--- config.mk ---
export PLATFORM = sky130hd
export DESIGN_NAME = bus_phy_mode_config
export DESIGN_NICKNAME = d
export VERILOG_FILES = /design/src/logic/bus_phy_pkg.sv /design/src/logic/bus_phy_mode_config.sv
export VERILOG_INCLUDE_DIRS = /design/src /design/src/logic
export SDC_FILE = /design/constraint.sdc
export NUM_CORES = 1
export LEC_CHECK = 0
export ABC_CLOCK_PERIOD_IN_PS = 1200
export CORE_MARGIN = 2
export CORE_UTILIZATION = 55
export DETAILED_ROUTE_END_ITERATION = 6
export DONT_BUFFER_PORTS = 1
export PLACE_DENSITY_LB_ADDON = 0.25
export SYNTH_ARGS = -nofsm -noshare
export SYNTH_HDL_FRONTEND = slang
export SYNTH_SLANG_ARGS = --single-unit
--- constraint.sdc ---
create_clock -name sys_clk -period 1.2 [get_ports sys_clk]
set_clock_uncertainty 0.2 [all_clocks]
set_input_delay 0.12 -clock sys_clk [delete_from_list [all_inputs] [get_ports sys_clk]]
set_output_delay 0.12 -clock sys_clk [all_outputs]
set_load 0.01 [all_outputs]
--- src/logic/bus_phy_defs.svh ---
// Constants for the bus and physical layer configuration register
`ifndef BUS_PHY_DEFS_SVH
`define BUS_PHY_DEFS_SVH
`define CFG_B_OFFSET 4'hb
`define CFG_B_RESET 8'h00
`define BIT_PHY_LO 0
`define BIT_PHY_HI 1
`define BIT_LINK 2
`define BIT_WIDE_IO 3
`define BIT_CHRDY 4
`define BIT_BUS_ERR 5
`define BIT_BOOT_WR 6
`define BIT_EE_LOAD 7
`endif

--- src/logic/bus_phy_pkg.sv ---
// Types for the bus and physical layer configuration register
package bus_phy_pkg;
  typedef enum logic [1:0] {
    PHY_TP_STD = 2'b00,
    PHY_AUI_THICK = 2'b01,
    PHY_AUI_THIN = 2'b10,
    PHY_TP_LOWSQ = 2'b11
  } phy_sel_t;

  typedef enum logic [0:0] {
    SEQ_IDLE = 1'b0,
    SEQ_ARMED = 1'b1
  } unlock_st_t;

  typedef struct packed {
    logic strobe;
    logic wr;
    logic page0;
    logic [3:0] addr;
    logic [7:0] wdata;
  } reg_req_t;

  typedef struct packed {
    logic tp_enable;
    logic aui_enable;
    logic coax_mode;
    logic low_squelch;
    logic link_test_en;
  } phy_ctl_t;

  typedef struct packed {
    unlock_st_t unlock;
    phy_sel_t phy_select;
    logic link_disable;
    logic wide_io_timing_sel;
    logic chrdy_from_ale;
    logic bus_error_flag;
    logic boot_rom_write_en;
    logic eeprom_load_trigger;
    logic [7:0] rdata;
    logic hi_count_wr;
    logic [7:0] hi_count_data;
  } cfg_state_t;

  typedef struct packed {
    logic [2:0] stage;
    logic level;
  } pin_sync_t;
endpackage

--- src/logic/bus_phy_mode_config.sv ---
// Bus and physical layer mode configuration register with hidden write
//
// Functional notes
// - Bits 1:0 select twisted pair or AUI.
// - Coax pin low thick, high thin.
// - One twisted-pair mode lowers squelch levels.
// - Bit 2 set disables link pulses, checks.
// - Link status read equals link LED.
// - Status zero for AUI or failed link.
// - Status one if good link or disabled, twisted pair only.
// - Bit 3 high: wide I/O after command.
// - Bit 3 low: wide I/O from decode.
// - Bit 4 low: ready after command strobe.
// - Bit 4 high: ready after address latch.
// - Bus error set on ignored waits.
// - Write one clears bus error flag.
// - Bit 6 low blocks boot PROM writes.
// - Writing bit 7 starts EEPROM load.
// - Write lands only after same read.
`include "bus_phy_defs.svh"

module bus_phy_mode_config
(
  input wire logic sys_clk,
  input wire logic rst_n,
  input wire bus_phy_pkg::reg_req_t req,
  output logic [7:0] rdata,
  output logic hi_count_wr,
  output logic [7:0] hi_count_data,
  input wire logic link_good,
  input wire logic io_decode,
  input wire logic io_cmd_active,
  input wire logic ale_rise,
  input wire logic cmd_strobe,
  input wire logic wait_ignored,
  input wire logic boot_wr_req,
  output logic boot_wr_out,
  output logic wide_io_out,
  output logic chrdy_start,
  output logic link_led,
  output logic eeprom_load_start,
  output bus_phy_pkg::phy_ctl_t phy_ctl
);
  import bus_phy_pkg::*;

  cfg_state_t st_ff;
  cfg_state_t nxt_st;
  phy_ctl_t nxt_phy;
  logic is_tp;
  logic link_good_sync;
  logic link_status_ctl;
  logic hit;
  logic rd_hit;
  logic wr_hit;
  logic [7:0] rd_word;

  ////////////////////////////////////////////////////////////////////////
  // Link integrity from the transceiver, resynchronised
  pin_sync3 i_pin_sync3
  (
    .sys_clk(sys_clk),
    .rst_n(rst_n),
    .pin_in(link_good),
    .level_out(link_good_sync)
  );

  ////////////////////////////////////////////////////////////////////////
  // Physical interface decode
  // Two selections drive the twisted-pair pins, two the AUI pins
  always_comb
  begin
    nxt_phy = '0;
    case (st_ff.phy_select)
      PHY_TP_STD:
      begin
        nxt_phy.tp_enable = 1'b1;
      end
      PHY_AUI_THICK:
      begin
        nxt_phy.aui_enable = 1'b1;
        nxt_phy.coax_mode = 1'b0;
      end
      PHY_AUI_THIN:
      begin
        nxt_phy.aui_enable = 1'b1;
        nxt_phy.coax_mode = 1'b1;
      end
      PHY_TP_LOWSQ:
      begin
        nxt_phy.tp_enable = 1'b1;
        nxt_phy.low_squelch = 1'b1;
      end
      default:
      begin
        nxt_phy.tp_enable = 1'b1;
      end
    endcase

    nxt_phy.link_test_en = nxt_phy.tp_enable && !st_ff.link_disable;
  end

  assign phy_ctl = nxt_phy;
  assign is_tp = nxt_phy.tp_enable;

  ////////////////////////////////////////////////////////////////////////
  // Link status shown on the LED and read back
  // AUI reads zero; disabled testing reads one on twisted pair only
  always_comb
  begin
    case ({is_tp, st_ff.link_disable})
      2'b10:
      begin
        link_status_ctl = link_good_sync;
      end
      2'b11:
      begin
        link_status_ctl = 1'b1;
      end
      default:
      begin
        link_status_ctl = 1'b0;
      end
    endcase
  end

  assign link_led = link_status_ctl;

  ////////////////////////////////////////////////////////////////////////
  // Bus timing selections
  always_comb
  begin
    if (st_ff.wide_io_timing_sel)
    begin
      wide_io_out = io_decode && io_cmd_active;
    end
    else
    begin
      wide_io_out = io_decode;
    end

    if (st_ff.chrdy_from_ale)
    begin
      chrdy_start = ale_rise;
    end
    else
    begin
      chrdy_start = cmd_strobe;
    end
  end

  assign boot_wr_out = boot_wr_req && st_ff.boot_rom_write_en;
  assign eeprom_load_start = st_ff.eeprom_load_trigger;

  ////////////////////////////////////////////////////////////////////////
  // Read-back word
  // Bit 2 shows link status, not the written link control
  always_comb
  begin
    rd_word = '0;
    rd_word[`BIT_PHY_HI:`BIT_PHY_LO] = st_ff.phy_select;
    rd_word[`BIT_LINK] = link_status_ctl;
    rd_word[`BIT_WIDE_IO] = st_ff.wide_io_timing_sel;
    rd_word[`BIT_CHRDY] = st_ff.chrdy_from_ale;
    rd_word[`BIT_BUS_ERR] = st_ff.bus_error_flag;
    rd_word[`BIT_BOOT_WR] = st_ff.boot_rom_write_en;
    rd_word[`BIT_EE_LOAD] = st_ff.eeprom_load_trigger;
  end

  ////////////////////////////////////////////////////////////////////////
  // Register access and hidden write sequence
  // Any other strobe disarms, so a stray access diverts the write
  assign hit = req.strobe && req.page0 && (req.addr == `CFG_B_OFFSET);
  assign rd_hit = hit && !req.wr;
  assign wr_hit = hit && req.wr;

  always_comb
  begin
    nxt_st = st_ff;
    nxt_st.hi_count_wr = 1'b0;
    nxt_st.eeprom_load_trigger = 1'b0;

    if (req.strobe)
    begin
      if (rd_hit)
      begin
        nxt_st.unlock = SEQ_ARMED;
      end
      else
      begin
        nxt_st.unlock = SEQ_IDLE;
      end
    end
    if (rd_hit)
    begin
      nxt_st.rdata = rd_word;
    end

    // Armed writes land, others go to the count register
    if (wr_hit && (st_ff.unlock == SEQ_ARMED))
    begin
      nxt_st.phy_select =
        phy_sel_t'(req.wdata[`BIT_PHY_HI:`BIT_PHY_LO]);
      nxt_st.link_disable = req.wdata[`BIT_LINK];
      nxt_st.wide_io_timing_sel = req.wdata[`BIT_WIDE_IO];
      nxt_st.chrdy_from_ale = req.wdata[`BIT_CHRDY];
      nxt_st.boot_rom_write_en = req.wdata[`BIT_BOOT_WR];
      nxt_st.eeprom_load_trigger = req.wdata[`BIT_EE_LOAD];
      if (req.wdata[`BIT_BUS_ERR])
      begin
        nxt_st.bus_error_flag = 1'b0;
      end
    end
    else if (wr_hit)
    begin
      nxt_st.hi_count_wr = 1'b1;
      nxt_st.hi_count_data = req.wdata;
    end

    // Set wins over a clear in the same cycle
    if (wait_ignored)
    begin
      nxt_st.bus_error_flag = 1'b1;
    end
  end

  always_ff @(posedge sys_clk or negedge rst_n)
  begin
    if (!rst_n)
    begin
      st_ff <= '{
        unlock: SEQ_IDLE,
        phy_select: PHY_TP_STD,
        link_disable: 1'b0,
        wide_io_timing_sel: 1'b0,
        chrdy_from_ale: 1'b0,
        bus_error_flag: 1'b0,
        boot_rom_write_en: 1'b0,
        eeprom_load_trigger: 1'b0,
        rdata: `CFG_B_RESET,
        hi_count_wr: 1'b0,
        hi_count_data: 8'h00
      };
    end
    else
    begin
      st_ff <= nxt_st;
    end
  end

  ////////////////////////////////////////////////////////////////////////
  // Registered outputs
  assign rdata = st_ff.rdata;
  assign hi_count_wr = st_ff.hi_count_wr;
  assign hi_count_data = st_ff.hi_count_data;
endmodule

////////////////////////////////////////////////////////////////////////
// Three-stage synchroniser for an asynchronous pin
module pin_sync3
(
  input wire logic sys_clk,
  input wire logic rst_n,
  input wire logic pin_in,
  output logic level_out
);
  import bus_phy_pkg::*;

  pin_sync_t sync_ff;
  pin_sync_t nxt_sync;

  // Stage one may go metastable; a level counts only once
  // the second and third stages agree
  always_comb
  begin
    nxt_sync = sync_ff;
    nxt_sync.stage = {sync_ff.stage[1:0], pin_in};

    if (sync_ff.stage[1] == sync_ff.stage[2])
    begin
      nxt_sync.level = sync_ff.stage[2];
    end
  end

  always_ff @(posedge sys_clk or negedge rst_n)
  begin
    if (!rst_n)
    begin
      sync_ff <= '{
        stage: 3'h0,
        level: 1'b0
      };
    end
    else
    begin
      sync_ff <= nxt_sync;
    end
  end

  assign level_out = sync_ff.level;
endmodule

==> results.md <==
* Startpoint types: flop
* CP delay by family, top: flip-flops
* Iter 0 DRT Violations at 3
* Largest net degree at the start of global routing at 31
* Slowest-stage cell, CP: dfrtp_1
* DR vias/cell at 5.29
* WS Path Type: flop to output pin
* Top cells by area, synth: dfrtp_1, mux2_2, buf_4
* Top-Level Pins at 51
* Total Wirelength at 2470 um
* Die area at 2900 um2
* CTS H-tree lvls at 2
* Worst slew margin at 81.8%
* PortBufs at 0
* Final Slew Violations at 0
* Cell chain of the critical path: ha_4 -> inv_4 -> nor2_4 -> buf_6
* GRT Util Overall at 19.7%
* Place WS at -0.166 ns
* Layout area overhead at 20.1%
* Endpoints failing setup at 25
* Grt total ovfl at 0
* Crit path DAT at 1.24 ns
* Antenna violations before repair at 0
* Layout cells sized above 1 at 52.6%
* Tightest Pin Transition at 0.272 ns
* Pre-Repair DR Iteration Count at 2
* Worst path bufs/invs at 2
* Clk root buf: clkbuf_4
* Failing checks: hold timing, setup timing
* Area leader, netlist: dfrtp_1
* Gpl congestion at 0.722
* CTS Buffer Depth at 2
* Cell variety after synth at 20
* CP max stage delay at 0.41 ns
* PwrDens at 1110 nW/um2
* Synth top area share at 54.9%
* Syn Std Cell Area at 1370 um2
* Core area at 2410 um2
* CP required at 0.88 ns
* Worst-path maximum fanout at 3
* Fin crit share at 130%
* Global-route wire length before repair at 3700 um
* CTS buffer count at 5
* CTS tree: done
* Fmax at 639 MHz
* Final worst slack at -0.364 ns
* Fillers at 176
* Vias in the first global route at 806
* Number of cells after detailed placement at 115
* Synth Register Bits at 30
* Die Wd at 53.9 um
* Initial Utilization at 56.7%
* Die Y at 53.9 um
* Post-DR wirelength/cell at 17.1 um
* Worst Hold Class: input pin to flop
* RSZ-0062 raised after global routing: true
* DPL Wire Length at 1620 um
* N_diodes at 0
* Clock Latency Late Sink at 0.32 ns
* Seq/Total Area, Yosys at 54.9%
* Yosys warning count at 0
* Endpoints failing hold at 8
* Antenna Nets Post-Route at 0
* Peak supply drop at 994 uV
* Min cycle time layout at 1.56 ns
* Final #Nets at 140
* Status: finished, violations left
* Synth Area per Inst at 14.4 um2
* R2r setup slk at -0.16 ns
* Via count at 762
* Clk sinks at 30
* Power Total at 1820 uW
* Final Hold Slack at -0.0559 ns
* Max Cap Viol at 0
* Final std cells w/o fill at 144
* Clock transition at the registers of the reported paths at 0.08 ns
* Pleak at 0.000803 uW
* Syn Nets at 121
* Cells after Synth at 95
* CP endpoint kind: output pin
* DRC violations left at 0
* Cell Rows at 18
-- sequential cells by signal, indices dropped and copies added, names as in the netlist --
| register | cells |
|---|---|
| hi_count_data | 8 |
| hi_count_wr | 1 |
| i_pin_sync3.sync_ff | 1 |
| eeprom_load_start | 1 |
| i_pin_sync3.nxt_sync | 2 |
| rd_word | 6 |
| i_pin_sync3.level_out | 1 |
| st_ff | 2 |
| rdata | 8 |
-- path summary, 6_finish.rpt --
| check | startpoint | end | depth (start not counted) |
|---|---|---|---|
| worst max-delay path | rd_word[1] | link_led | 4 |
| worst min-delay path | req[11] | hi_count_data[3] | 2 |
| worst max register to register | st_ff[25] | st_ff[22] | 2 |
| worst min register to register | i_pin_sync3.nxt_sync[2] | i_pin_sync3.nxt_sync[3] | 0 |
| max in group asynchronous | rst_n | rdata[3] | 2 |
| min in group asynchronous | rst_n | hi_count_data[2] | 2 |
-- Yosys cell counts (all sizes together) --
| master | count |
|---|---|
| nor2 | 4 |
| buf | 18 |
| a21boi | 1 |
| and2b | 1 |
| nand4 | 1 |
| and4 | 3 |
| a31oi | 1 |
| nor2b | 1 |
| inv | 5 |
| ha | 2 |
| maj3 | 1 |
| o21ai | 1 |
| mux2 | 23 |
| and2 | 2 |
| dfrtp | 30 |
| nand3b | 1 |
-- routing by layer --
metal	up-vias	global-route usage (%)	part of all wire [%]
li1	346	-	-
met1	380	20.2	36
met2	31	32.1	54
met3	5	11.1	8.0
met4	0	9.40	1.5
met5	-	0	0
-- area by class of cell --
class / count / area (um2) / share of cell area [%]
Clock buffer: 7 / 45.0 / 2.74
Inverter: 5 / 21.3 / 1.29
Multi-Input combinational cell: 42 / 502 / 30.5
Sequential cell: 30 / 751 / 45.7
Tap cell: 30 / 37.5 / 2.28
Timing Repair Buffer: 30 / 287 / 17.4
-- where the power goes --
part           internal (uW)  leakage (uW)  switching, uW
logic                    109      0.000380           68.8
registers               1070      0.000397           57.7
clock network            220     0.0000254            301
-- cell families after synthesis --
logic type,after synthesis,share of synthesized area (%)
simple gates,13,8.42
buf+inv,23,12.2
compound gates,3,1.37
mux,23,20.6
fa+ha+maj,3,2.56
flops,30,54.9
-- cells in the final DEF (no fill, tap or decap), types with 3 or more instances in the layout --
| cell | netlist | final |
|---|---|---|
| dfrtp_1 | 30 | 30 |
| mux2_2 | 17 | 16 |
| dlygate4sd3_1 | 0 | 15 |
| buf_4 | 17 | 11 |
| mux2_4 | 6 | 7 |
| clkbuf_4 | 0 | 5 |
| buf_6 | 0 | 3 |
-- repair_timing --
action	in CTS	in global routing
buffers inserted	5	2
hold buffers	15	1
pin swaps	3	0
hold endpoints to repair	49	9
resized for setup	10	3
setup endpoints to repair	24	25
-- worst register-to-register path: cells and delay by family (launching register included) --
kind | cells | cell delay [ns]
multiplexers | 1 | 0.33
AND/OR/NAND/NOR | 1 | 0.34
flip-flops | 1 | 0.38
-- per-stage QoR --
stage               util, %  cell area, um2  TNS [ns]
detailed placement     55.5            1340     -2.79
CTS                    66.6            1610     -3.80
finish                 68.2            1640     -3.64
floorplan                 -            1390    -0.925
global placement       55.5            1340     -2.09
global route           68.2            1640     -4.86
Power figures use the tool's default switching activity.
